## config.mk

```make
export PLATFORM = sky130hd
export DESIGN_NAME = fspm_flash_self_program
export DESIGN_NICKNAME = d
export VERILOG_FILES = /design/src/verilog/fspm_pkg.sv /design/src/verilog/fspm_flash_self_program.sv
export SDC_FILE = /design/constraint.sdc
export NUM_CORES = 1
export LEC_CHECK = 0
export ABC_AREA = 1
export BUFFER_PORTS_ARGS = -buffer_cell sky130_fd_sc_hd__buf_4
export CELL_PAD_IN_SITES_DETAIL_PLACEMENT = 1
export CELL_PAD_IN_SITES_GLOBAL_PLACEMENT = 2
export CORE_ASPECT_RATIO = 1.5
export CORE_UTILIZATION = 29
export CTS_CLUSTER_SIZE = 25
export DETAILED_ROUTE_END_ITERATION = 6
export PLACE_DENSITY_LB_ADDON = 0.1
export SYNTH_ARGS = -nofsm -noshare
export SYNTH_HDL_FRONTEND = slang
export SYNTH_SLANG_ARGS = --single-unit
```

## constraint.sdc

```tcl
create_clock -name ref_clk -period 2.08 [get_ports ref_clk]
set_input_delay 0.104 -clock ref_clk [delete_from_list [all_inputs] [get_ports ref_clk]]
set_output_delay 0.104 -clock ref_clk [all_outputs]
set_load 0.05 [all_outputs]
```

## src/verilog/fspm_pkg.sv

```systemverilog
`default_nettype none
package fspm_pkg;
    localparam int PC_W = 12;
    localparam int COUNTER_TOP_BIT = 11;
    localparam int PAGE_WORD_TOP_BIT = 4;
    localparam int POINTER_COUNTER_TOP_BIT = 12;
    localparam int POINTER_PAGE_WORD_TOP_BIT = 5;
    localparam int PAGE_W = 7;
    localparam int WORD_W = 5;
    localparam logic [11:0] NO_READ_WHILE_WRITE_START = 12'hc00;
    localparam logic [11:0] BOOT_START_11 = 12'hf80;
    localparam logic [11:0] BOOT_START_10 = 12'hf00;
    localparam logic [11:0] BOOT_START_01 = 12'he00;
    localparam logic [11:0] BOOT_START_00 = 12'hc00;
    // Control register bits
    localparam int CTL_ENABLE_POS = 0;
    localparam int CTL_ERASE_POS = 1;
    localparam int CTL_WRITE_POS = 2;
    localparam int CTL_LOCK_POS = 3;
    localparam int CTL_REEN_POS = 4;
    localparam int CTL_BUSY_POS = 6;
    localparam logic [6:0] CMD_FILL = 7'h01;
    localparam logic [6:0] CMD_ERASE = 7'h03;
    localparam logic [6:0] CMD_WRITE = 7'h05;
    localparam logic [6:0] CMD_LOCK = 7'h09;
    localparam logic [6:0] CMD_REEN = 7'h11;
    localparam logic [7:0] CTL_RESET = 8'h00;
    localparam int STORE_WINDOW = 4;
    // Timing in the oscillator domain, counted in 50 MHz cycles
    localparam real CLK_MHZ = 50.0;
    localparam real WRITE_MIN_MS = 3.7;
    localparam real WRITE_MAX_MS = 4.5;
    localparam real WRITE_NOM_MS = 4.1;
    localparam int WRITE_MIN_CYC = int'($ceil(WRITE_MIN_MS * 1000.0 * CLK_MHZ));
    localparam int WRITE_MAX_CYC = int'($floor(WRITE_MAX_MS * 1000.0 * CLK_MHZ));
    localparam int WRITE_NOM_CYC = int'(WRITE_NOM_MS * 1000.0 * CLK_MHZ);
    localparam int AXI_CTL_OFS = 0;
    localparam int AXI_Z_OFS = 4;
    localparam int AXI_DATA_OFS = 8;
    localparam int AXI_STATUS_OFS = 12;
    localparam int AXI_FUSE_OFS = 16;
    localparam int AXI_PC_OFS = 20;
    localparam logic [1:0] RESP_OKAY = 2'b00;
    localparam logic [1:0] RESP_SLVERR = 2'b10;
    typedef enum {ST_IDLE, ST_ARMED, ST_PROGRAM} fspm_state_t;
    typedef struct packed {
        logic [PAGE_W-1:0] page;
        logic [WORD_W-1:0] word;
        logic byteSel;
    } fspm_zaddr_t;
endpackage
`default_nettype wire

```

## src/verilog/fspm_flash_self_program.sv

```systemverilog
`timescale 1ns/1ns
`default_nettype none
module fspm_flash_self_program #(
    parameter int WRITE_CYCLES = fspm_pkg::WRITE_NOM_CYC
)(
    input wire logic ref_clk,
    input wire logic srst,
    input wire logic [31:0] s_axi_awaddr,
    input wire logic s_axi_awvalid,
    output logic s_axi_awready,
    input wire logic [31:0] s_axi_wdata,
    input wire logic [3:0] s_axi_wstrb,
    input wire logic s_axi_wvalid,
    output logic s_axi_wready,
    output logic [1:0] s_axi_bresp,
    output logic s_axi_bvalid,
    input wire logic s_axi_bready,
    input wire logic [31:0] s_axi_araddr,
    input wire logic s_axi_arvalid,
    output logic s_axi_arready,
    output logic [31:0] s_axi_rdata,
    output logic [1:0] s_axi_rresp,
    output logic s_axi_rvalid,
    input wire logic s_axi_rready,
    input wire logic osc_tick,
    input wire logic eeprom_write_enable_status,
    input wire logic [11:0] fetch_addr,
    output logic fetch_allowed,
    output logic cpu_halt,
    output logic flash_erase_strobe,
    output logic flash_write_strobe,
    output logic lock_write_strobe,
    output logic [6:0] flash_page,
    output logic [15:0] buffer_data,
    output logic [4:0] buffer_word,
    output logic buffer_load_strobe
);
    fspm_pkg::fspm_state_t state;
    logic [7:0] ctl;
    logic [15:0] zReg;
    logic [15:0] dataReg;
    logic [1:0] fuse;
    logic [11:0] pcLast;
    logic [2:0] armCnt;
    logic [22:0] progCnt;
    logic rwSectionBusy;
    logic [6:0] cmdBits;
    logic awHeld, wHeld;
    logic [31:0] awAddr, wData;
    logic [3:0] wStrb;
    logic storeReq;
    fspm_pkg::fspm_zaddr_t zDec;
    logic [11:0] bootStart;
    logic wrFire;

    // Pointer to counter mapping, bits 15..13 dropped
    function automatic fspm_pkg::fspm_zaddr_t decodeZ(input logic [15:0] z);
        fspm_pkg::fspm_zaddr_t d;
        d.page = z[fspm_pkg::POINTER_COUNTER_TOP_BIT:fspm_pkg::POINTER_PAGE_WORD_TOP_BIT+1];
        d.word = z[fspm_pkg::POINTER_PAGE_WORD_TOP_BIT:1];
        d.byteSel = z[0];
        return d;
    endfunction

    function automatic logic [11:0] bootStartOf(input logic [1:0] sz);
        case (sz)
            2'b11: return fspm_pkg::BOOT_START_11;
            2'b10: return fspm_pkg::BOOT_START_10;
            2'b01: return fspm_pkg::BOOT_START_01;
            default: return fspm_pkg::BOOT_START_00;
        endcase
    endfunction

    function automatic logic inNoReadWhileWrite(input logic [11:0] a);
        return a >= fspm_pkg::NO_READ_WHILE_WRITE_START;
    endfunction

    assign zDec = decodeZ(zReg);
    assign bootStart = bootStartOf(fuse);
    assign cmdBits = ctl[6:0] & 7'h1f;
    assign s_axi_awready = !awHeld && !s_axi_bvalid;
    assign s_axi_wready = !wHeld && !s_axi_bvalid;
    assign s_axi_arready = !s_axi_rvalid;
    assign wrFire = awHeld && wHeld && !s_axi_bvalid;
    assign storeReq = wrFire && awAddr[7:0] == 8'(fspm_pkg::AXI_DATA_OFS);
    assign fetch_allowed = !rwSectionBusy || inNoReadWhileWrite(fetch_addr);
    // Lock writes leave the whole flash readable
    assign cpu_halt = state == fspm_pkg::ST_PROGRAM && cmdBits != fspm_pkg::CMD_LOCK
        && inNoReadWhileWrite({flash_page, 5'h00});

    always_ff @(posedge ref_clk)
    begin
        if (srst)
        begin
            awHeld <= 1'b0;
            wHeld <= 1'b0;
            awAddr <= 32'h0;
            wData <= 32'h0;
            wStrb <= 4'h0;
        end
        else
        begin
            if (s_axi_awvalid && s_axi_awready)
            begin
                awHeld <= 1'b1;
                awAddr <= s_axi_awaddr;
            end
            else if (wrFire)
                awHeld <= 1'b0;
            if (s_axi_wvalid && s_axi_wready)
            begin
                wHeld <= 1'b1;
                wData <= s_axi_wdata;
                wStrb <= s_axi_wstrb;
            end
            else if (wrFire)
                wHeld <= 1'b0;
        end
    end

    always_ff @(posedge ref_clk)
    begin
        if (srst)
        begin
            s_axi_bvalid <= 1'b0;
            s_axi_bresp <= fspm_pkg::RESP_OKAY;
        end
        else if (wrFire)
        begin
            s_axi_bvalid <= 1'b1;
            s_axi_bresp <= (awAddr[7:0] <= 8'(fspm_pkg::AXI_PC_OFS) && awAddr[1:0] == 2'b00)
                ? fspm_pkg::RESP_OKAY : fspm_pkg::RESP_SLVERR;
        end
        else if (s_axi_bready)
            s_axi_bvalid <= 1'b0;
    end

    // Pointer, data, fuse and counter registers
    always_ff @(posedge ref_clk)
    begin
        if (srst)
        begin
            zReg <= 16'h0000;
            dataReg <= 16'h0000;
            fuse <= 2'b00;
            pcLast <= 12'h000;
        end
        else if (wrFire && wStrb[0])
        begin
            case (awAddr[7:0])
                8'(fspm_pkg::AXI_Z_OFS): zReg <= wData[15:0];
                8'(fspm_pkg::AXI_DATA_OFS): dataReg <= wData[15:0];
                8'(fspm_pkg::AXI_FUSE_OFS): fuse <= wData[1:0];
                8'(fspm_pkg::AXI_PC_OFS): pcLast <= wData[fspm_pkg::COUNTER_TOP_BIT:0];
                default: ;
            endcase
        end
    end

    // Command sequencer
    always_ff @(posedge ref_clk)
    begin
        if (srst)
        begin
            state <= fspm_pkg::ST_IDLE;
            ctl <= fspm_pkg::CTL_RESET;
            armCnt <= 3'h0;
            progCnt <= 23'h0;
            rwSectionBusy <= 1'b0;
            flash_erase_strobe <= 1'b0;
            flash_write_strobe <= 1'b0;
            lock_write_strobe <= 1'b0;
            buffer_load_strobe <= 1'b0;
            flash_page <= 7'h00;
            buffer_word <= 5'h00;
            buffer_data <= 16'h0000;
        end
        else
        begin
            flash_erase_strobe <= 1'b0;
            flash_write_strobe <= 1'b0;
            lock_write_strobe <= 1'b0;
            buffer_load_strobe <= 1'b0;
            case (state)
                fspm_pkg::ST_IDLE:
                begin
                    if (wrFire && awAddr[7:0] == 8'(fspm_pkg::AXI_CTL_OFS) && wStrb[0]
                        && !eeprom_write_enable_status && wData[0])
                    begin
                        ctl <= {1'b0, wData[6:0]};
                        armCnt <= 3'(fspm_pkg::STORE_WINDOW);
                        state <= fspm_pkg::ST_ARMED;
                    end
                end
                fspm_pkg::ST_ARMED:
                begin
                    if (storeReq)
                    begin
                        case (cmdBits)
                            fspm_pkg::CMD_FILL:
                            begin
                                buffer_word <= zDec.word;
                                buffer_data <= wData[15:0];
                                buffer_load_strobe <= 1'b1;
                                ctl[0] <= 1'b0;
                                state <= fspm_pkg::ST_IDLE;
                            end
                            fspm_pkg::CMD_ERASE, fspm_pkg::CMD_WRITE:
                            begin
                                flash_page <= zDec.page;
                                flash_erase_strobe <= cmdBits == fspm_pkg::CMD_ERASE;
                                flash_write_strobe <= cmdBits == fspm_pkg::CMD_WRITE;
                                rwSectionBusy <= 1'b1;
                                progCnt <= 23'(WRITE_CYCLES);
                                state <= fspm_pkg::ST_PROGRAM;
                            end
                            fspm_pkg::CMD_LOCK:
                            begin
                                lock_write_strobe <= 1'b1;
                                progCnt <= 23'(WRITE_CYCLES);
                                state <= fspm_pkg::ST_PROGRAM;
                            end
                            fspm_pkg::CMD_REEN:
                            begin
                                rwSectionBusy <= 1'b0;
                                ctl[0] <= 1'b0;
                                state <= fspm_pkg::ST_IDLE;
                            end
                            default:
                            begin
                                ctl[0] <= 1'b0;
                                state <= fspm_pkg::ST_IDLE;
                            end
                        endcase
                    end
                    else if (armCnt == 3'h1)
                    begin
                        ctl[0] <= 1'b0;
                        state <= fspm_pkg::ST_IDLE;
                    end
                    else
                        armCnt <= armCnt - 3'h1;
                end
                fspm_pkg::ST_PROGRAM:
                begin
                    if (osc_tick)
                    begin
                        if (progCnt <= 23'h1)
                        begin
                            ctl[0] <= 1'b0;
                            state <= fspm_pkg::ST_IDLE;
                        end
                        else
                            progCnt <= progCnt - 23'h1;
                    end
                end
                default: state <= fspm_pkg::ST_IDLE;
            endcase
        end
    end

    always_ff @(posedge ref_clk)
    begin
        if (srst)
        begin
            s_axi_rvalid <= 1'b0;
            s_axi_rdata <= 32'h0;
            s_axi_rresp <= fspm_pkg::RESP_OKAY;
        end
        else if (s_axi_arvalid && s_axi_arready)
        begin
            s_axi_rvalid <= 1'b1;
            s_axi_rresp <= fspm_pkg::RESP_OKAY;
            case (s_axi_araddr[7:0])
                8'(fspm_pkg::AXI_CTL_OFS):
                    s_axi_rdata <= {24'h0, 1'b0, rwSectionBusy, 1'b0, ctl[4:0]};
                8'(fspm_pkg::AXI_Z_OFS): s_axi_rdata <= {16'h0, zReg};
                8'(fspm_pkg::AXI_DATA_OFS): s_axi_rdata <= {16'h0, dataReg};
                8'(fspm_pkg::AXI_STATUS_OFS): s_axi_rdata <= {8'h0, bootStart, 1'b0, fetch_allowed,
                    cpu_halt, flash_page, 2'b00};
                8'(fspm_pkg::AXI_FUSE_OFS): s_axi_rdata <= {30'h0, fuse};
                8'(fspm_pkg::AXI_PC_OFS): s_axi_rdata <= {20'h0, pcLast};
                default:
                begin
                    s_axi_rdata <= 32'h0;
                    s_axi_rresp <= fspm_pkg::RESP_SLVERR;
                end
            endcase
        end
        else if (s_axi_rready)
            s_axi_rvalid <= 1'b0;
    end
endmodule
`default_nettype wire

```

Word level (Yosys, flattened, before mapping)
Index checks and enable logic that the tools add are counted.

Register bits: 207. Latch bits: 0. RAM bits: 0. Bits in read-only memories: 0. Output and inout port bits: 75. Memories: 0.

$add $sub $neg: 2. Multipliers: 0. Div/mod/pow operators: 0. Order comparisons: 4. Eq/ne operators: 32. Shift operators: 0. Mux-type cells: 37. Bitwise operators: 3. Reductions and logical operators: 52.

Operator list (number): two-way mux 32 bit (5); case mux 24 bit (6 select lines) (1); case mux 32 bit (3 select lines) (1); two-way mux 23 bit (4); case mux 23 bit (2 select lines) (1); equality test 32 x 1 -> 1 bit, second input constant (1); equality test 32 x 2 -> 1 bit, second input constant (1); equality test 32 x 3 -> 1 bit, second input constant (1); equality test 8 x 5 -> 1 bit, second input constant (4); logical NOT 32 bit (1); case mux 10 bit (3 select lines) (1); equality test 8 x 4 -> 1 bit, second input constant (3); greater-or-equal comparator 12 bit, second input constant (2); <= comparator 23 x 1 -> 1 bit, second input constant (1); subtractor 23 x 1 -> 23 bit, second input constant (1); equality test 8 x 3 -> 1 bit, second input constant (2); logical AND 1 bit (16); logical NOT 8 bit (2); inequality test 2 bit, second input constant (8); two-way mux 1 bit (15); nonzero test 2 bit (7); AND reduction 2 bit (5); two-way mux 3 bit (3); AND reduction 3 bit (3); 28 further kinds (41).

Longest topological paths before layout
Gate-level depths: netlist (run 1).

Depth after elaboration: 8. Gate-level depth with buffers: 12. Gate-level depth less buffers: 12.

Worst setup path after synthesis (run 1)
Ideal clock, no wire load.

Kind: register to register. From: reg s_axi_bvalid. To: reg awAddr[7]. Setup time: 0.128 ns. Data arrival time: 1.974 ns. Setup slack: -0.022 ns. Cell stages (with the launch flop): 6. Period minus slack after synthesis: 2.102 ns. Cell sequence: dfxtp_1 nor2_1 nand2_1 clkbuf_1 o21ai_0 a21oi_1.

Word-level cells in the longest chain between the ends: 3.

RTL lines: start, declared (line fspm_flash_self_program.sv:16) `output logic s_axi_bvalid,`; start signal, assigned (line fspm_flash_self_program.sv:125) `s_axi_bvalid <= 1'b0;`; start signal, assigned (line fspm_flash_self_program.sv:130) `s_axi_bvalid <= 1'b1;`; start signal, assigned (line fspm_flash_self_program.sv:135) `s_axi_bvalid <= 1'b0;`; logical NOT 1 bit (line fspm_flash_self_program.sv:81) `assign s_axi_awready = !awHeld && !s_axi_bvalid;`; logical AND 1 bit (line fspm_flash_self_program.sv:81); net s_axi_awready (line fspm_flash_self_program.sv:10) `output logic s_axi_awready,`; logical AND 1 bit (line fspm_flash_self_program.sv:103) `if (s_axi_awvalid && s_axi_awready)`; end signal, assigned (line fspm_flash_self_program.sv:106) `awAddr <= s_axi_awaddr;`; end, declared (line fspm_flash_self_program.sv:49) `logic [31:0] awAddr, wData;`.

The timed path passes the listed nets, and every way through them passes these cells. A chain may end at the register's enable or synchronous reset.

Final worst setup path (run 1)
From: reg state[0]. To: out cpu_halt.

Word-level cells in the longest chain between the ends: 3.

RTL lines: start, declared (line fspm_flash_self_program.sv:38) `fspm_pkg::fspm_state_t state;`; start signal, assigned (line fspm_flash_self_program.sv:165) `state <= fspm_pkg::ST_IDLE;`; start signal, assigned (line fspm_flash_self_program.sv:192) `state <= fspm_pkg::ST_ARMED;`; start signal, assigned (line fspm_flash_self_program.sv:206) `state <= fspm_pkg::ST_IDLE;`; equality test 32 x 3 -> 1 bit (line fspm_flash_self_program.sv:88) `assign cpu_halt = state == fspm_pkg::ST_PROGRAM && cmdBits != fspm_pkg::CMD_LOCK`; logical AND 1 bit (line fspm_flash_self_program.sv:88); logical AND 1 bit (line fspm_flash_self_program.sv:89) `&& inNoReadWhileWrite({flash_page, 5'h00});`; end, declared (line fspm_flash_self_program.sv:29) `output logic cpu_halt,`.

Every way passes these cells.

==> reports/results.ini, run 1 <==
[outcome]
status=complete, no violations

[setup_path]
worstSetupPathType=reg -> out
worst-path-max-fanout=9
startpoint_type=flip-flop
r2r_cells=9
end_kind=output port
required_ns=1.98
startpoint=state[0]
r2r_setup_slack_ns=0.22
r2r-start=progCnt[0]
slowest_delay_ns=0.33
reg2reg_to=progCnt[6]
worstPathArrival_ns=1.82
cpMostUsedCell=buf_4
crit_chain=inv_1 > ha_1 > buf_4 > nand2_1 > nor2_1 > buf_4
crit_path_top_delay_cell=dfxtp_1
critPathCapture=cpu_halt

[grt]
antenna_found_initial=0
grt-ovfl-total=0
grt_max_degree=60
grt_use_total=0.190
grt_pass1_vias=7034
grt_pass1_wl_um=38200

[layout]
area_delta_synth_final_pct=27.1
drive_above_1_share=0.180
finalNetCount=1277
layout.cells.non_filler=1488
fill_cells=3172
fin_area_um2=9390
final_util=0.375
antenna_cells=0

[timing]
worst_slack_ns=0.159
fin_crit_ns=1.92
clock.fmax_mhz=520
rsz0062_at_grt=false
finalHoldViolCount=0
finClkSkew_ns=0.00706
setup_violations=0
worstMarginPinSlew_ns=0.751
slew_headroom=0.499
fin_crit_sh=0.924
slew_violations=0

[placement]
dp_slack_ns=0.219
portBuffers=105
dp_hpwl_um=17500
dpl-instance-area_um2=8560
dp_cells=1430
gp_congestion=0.766

[yosys]
synth-edff-count=0
synth_area_um2=7380
synth.most_common_cell=dfxtp_1
synth_seq_cells=163
synthDistinctLibCells=42
synth_top_area_frac=0.442
syn_avg_cell_area_um2=7.31
synth.top_cells.by_count=dfxtp_1 (163), nand2_1 (160), nor2_1 (130), a21oi_1 (126), o21ai_0 (116)
ys.flop_type=dfxtp_1
ys_seq_area_frac=0.442
yosys_warnings=0
yosys-top-cells-area=dfxtp_1 (44%), a21oi_1 (8.5%), nand2_1 (8.1%), o21ai_0 (7.9%), nor2_1 (6.6%)
synth_cells=1010
synthArstFlopShare=0
yosys.area.top_type=dfxtp_1

[clock_tree]
holdBufCountCts=27
htree_levels=4
cts_tree=yes
clkLatencyLatePin_ns=0.44
cts-buffers-inserted=17
root_buffer=clkbuf_16
clkTransAtPathRegs_ns=0.06
cts_buffer_depth=2
postCtsSetupBuffers=0
cts_resized=0
cts_num_sinks=163

[floorplanning]
num_rows=71
die_x_um=132
die_h_um=197
die_area_um2=26100
core_um2=25100
io_pins=196
start_util=0.295

[detailed_routing]
vias=6908
wirelength_um=23700
first_pass_iters=4
drc=0
drt_iter0_markers=257
routed_via_density=4.64
ant_nets=0
wire_per_inst_um=15.9

[power]
p_leak_uw=0.00393
ir_drop_uv=580
power_density_nw_per_um2=1070

[worst_hold_path]
hold_path.class=in -> reg

[flow_run]
drv_cap=0

==> stage by stage <==
stage	hold slack (ns)	power [µW]	setup TNS, ns
global placement	0.365	7110	0
finish	0.0215	10100	0
floorplan	0.264	6190	-0.0701
CTS	0.0147	10300	0
global route	0.0254	10800	0
detailed placement	0.370	7120	0
==> layout make-up <==
class | count | area (µm²) | area share
multi-input cells | 707 | 3440 | 0.367
flip-flops and latches | 163 | 3260 | 0.348
repair buffers | 166 | 1360 | 0.145
clock buffers | 24 | 482 | 0.0513
well taps | 328 | 410 | 0.0437
inverters | 93 | 349 | 0.0372
clock inverters | 7 | 76.3 | 0.00813
==> layer usage <==
layer,wire length [µm],track usage
met2,12300,0.349
met3,544,0.0313
met4,332,0.0600
met5,0,0
met1,10500,0.223
==> worst max-delay path: cells and delay by family, from the launching register on <==
family / cells / cell delay, ns
adders and majority gates: 1 / 0.18
buffers and inverters: 3 / 0.53
DFF: 1 / 0.33
and+or+nand+nor: 2 / 0.33
==> logic make-up (layout without fill, tap and decap cells) <==
kind of cell / Yosys count / count (layout) / synth area share
adder cells (fa/ha/maj): 8 / 8 / 0.0136
other: 1 / 13 / 0.000508
XOR/XNOR: 10 / 10 / 0.0119
buffers and inverters: 152 / 290 / 0.0983
AO/OA/AOI/OAI: 272 / 272 / 0.193
flip-flops: 163 / 163 / 0.442
AND/OR/NAND/NOR: 404 / 404 / 0.241
==> flip-flops by register name, indices dropped and copies added, names as in the netlist, 2 cells and up <==
signal,flops
progCnt,23
dataReg,16
awAddr,8
wData,16
buffer_word,5
flash_page,7
fuse,2
state,2
buffer_data,16
armCnt,3
zReg,16
s_axi_rdata,20
ctl,5
pcLast,12
==> worst min-delay path by stage <==
stage / from / slack [ns] / endpoint / cells past startpoint
4_1_cts: s_axi_wdata[1] / 0.01 / wData[1] / 3
3_5_place_dp: s_axi_awaddr[3] / 0.37 / awAddr[3] / 3
6_report: s_axi_wdata[1] / 0.02 / wData[1] / 3
5_1_grt: s_axi_wdata[1] / 0.03 / wData[1] / 3
2_1_floorplan: s_axi_awvalid / 0.26 / awAddr[3] / 2
3_3_place_gp: s_axi_wdata[14] / 0.37 / wData[14] / 3
==> report_power, final <==
group          internal [µW]  switching, µW  leakage (µW)
clock                   1740           1320      0.000255
combinational           1260           2250       0.00235
sequential              3320            179       0.00132
==> placed cells by master (no fill, tap or decap), drive strengths merged <==
cell type	netlist	layout
nand3	68	68
o21bai	4	4
ha	8	8
a31oi	2	2
nand4	8	8
or2	12	12
nor3	8	8
xor2	8	8
a21oi	127	127
nand2	166	166
buf	29	139
a211oi	7	7
clkinvlp	0	5
clkinv	3	4
o21a	1	1
o22ai	12	12
dlygate4sd3	1	27
conb	1	13
and2	1	1
o211ai	2	2
nor4	2	2
nor2	139	139
dfxtp	163	163
clkbuf	28	24
inv	90	90
o21ai	117	117
bufinv	0	1
xnor2	2	2
(Power assumes the default switching activity.)
==> run 2, diff against run 1 <==
--- a/config.mk
+++ b/config.mk
@@ -11,8 +11,10 @@
 export CELL_PAD_IN_SITES_GLOBAL_PLACEMENT = 2
 export CORE_ASPECT_RATIO = 1.5
 export CORE_UTILIZATION = 29
+export CTS_CLUSTER_DIAMETER = 150
 export CTS_CLUSTER_SIZE = 25
 export DETAILED_ROUTE_END_ITERATION = 6
+export MAX_ROUTING_LAYER = met4
 export PLACE_DENSITY_LB_ADDON = 0.1
 export SYNTH_ARGS = -nofsm -noshare
 export SYNTH_HDL_FRONTEND = slang
==> run 2 against run 1 <==
Compared with the run above: final cell count unchanged; global-route usage increased by 0.57 points; non-clock buffer count stayed put; maximum frequency down 0.53%; first-iteration DRC count is 4.7% higher; wire length is 0.22% higher; clock-buffer cell count stayed put; sequential cell count is the same.
==> reports/results.ini, run 2 (synthesized netlist as in run 1, its figures left out) <==
[outcome]
status=complete, no violations

[timing]
worst_slack_ns=0.148
finalHoldViolCount=0
setup_violations=0
rsz0062_at_grt=false
clock.fmax_mhz=518
finClkSkew_ns=0.00650
fin_crit_ns=1.93
slew_violations=0
worstMarginPinSlew_ns=0.760
fin_crit_sh=0.929
slew_headroom=0.493

[placement]
gp_congestion=0.776
portBuffers=105
dp_slack_ns=0.219
dp_hpwl_um=17500

[setup_path]
worstSetupPathType=reg -> out
worst-path-max-fanout=9
startpoint_type=flip-flop
cpMostUsedCell=buf_4
slowest_delay_ns=0.33
crit_path_top_delay_cell=dfxtp_1
end_kind=output port
worstPathArrival_ns=1.83
worstPathBufferInverterCount=3
critical_path.top_delay_family=buffers and inverters
r2r_setup_slack_ns=0.22
required_ns=1.98
crit_chain=inv_1 > ha_1 > buf_4 > nand2_1 > nor2_1 > buf_4

[grt]
antenna_found_initial=0
grt_use_total=0.196
grt_pass1_vias=7033
grt-ovfl-total=0
grt_pass1_wl_um=38300
grt_max_degree=60

[layout]
drive_above_1_share=0.180
top_register=progCnt
final_common_cell=dfxtp_1
layout_common_cells=dfxtp_1 (163), nand2_1 (160), buf_4 (135)
antenna_cells=0
largest_register_ffs=23
finalNetCount=1277
final_util=0.375
largestRegisters=progCnt: 23 flops, s_axi_rdata: 20 flops
area_delta_synth_final_pct=27.1

[power]
ir_drop_uv=580
power_density_nw_per_um2=1070
power.total_uw=10100
p_leak_uw=0.00393

[floorplanning]
start_util=0.295
io_pins=196
die_x_um=132
die_area_um2=26100
num_rows=71
core_um2=25100
die_h_um=197

[clock_tree]
cts_num_sinks=163
clkLatencyLatePin_ns=0.44
cts-buffers-inserted=17
cts_buffer_depth=2
root_buffer=clkbuf_16
htree_levels=4
cts_resized=0
clkTransAtPathRegs_ns=0.06
cts_tree=yes

[detailed_routing]
routed_via_density=4.62
drt_iter0_markers=269
drc=0
vias=6872
wirelength_um=23700
wire_per_inst_um=16.0
ant_nets=0
first_pass_iters=4

[flow_run]
drv_cap=0

[worst_hold_path]
hold_path.class=in -> reg

run 2: layout make-up:
class	count	area (µm²)
clock buffer	24	482
clock inverter	7	76.3
fill	3172	15700
inverter	93	349
multi-input combinational	707	3440
sequential	163	3260
tap	328	410
timing repair buffer	166	1360
run 2: per-layer routing:
metal,vias to the layer above,share of wire,track usage
li1,3565,-,-
met1,3188,0.45,0.224
met2,95,0.52,0.349
met3,24,0.021,0.0310
met4,0,0.014,0.0600
met5,-,0,-
run 2: where the power goes:
part           internal [µW]  leakage, µW  switching, µW
Clock                   1740     0.000255           1330
Sequential              3320      0.00132            179
Combinational           1260      0.00235           2250
run 2: per-stage QoR:
step	setup TNS [ns]	instance area (µm²)	hold slack [ns]	cells
after floorplan	-0.0701	7430	0.264	1022
after global placement	0	8560	0.365	1430
after detailed placement	0	8560	0.370	1430
after CTS	0	9390	0.0147	1488
after global routing	0	9390	0.0252	1488
final	0	9390	0.0214	1488
run 2: final timing paths:
kind / from / end / cells after the start
setup reg to reg: progCnt[0] / progCnt[6] / 9
setup / recovery: state[0] / cpu_halt / 6
hold reg to reg: dataReg[10] / dataReg[10] / 2
hold / removal: s_axi_wdata[1] / wData[1] / 3
run 2: timing repair:
item | 4_1_cts | 5_1_grt
hold buffers | 27 | 0
endpoints found under the hold margin | 26 | 0
endpoints found under the setup margin | 0 | 0
setup buffers | 0 | 0
run 2: tightest hold or removal path, stage by stage:
cell and delay [ns]:
buf_4 0.08, o21ai_0 0.11, a21oi_1 0.13
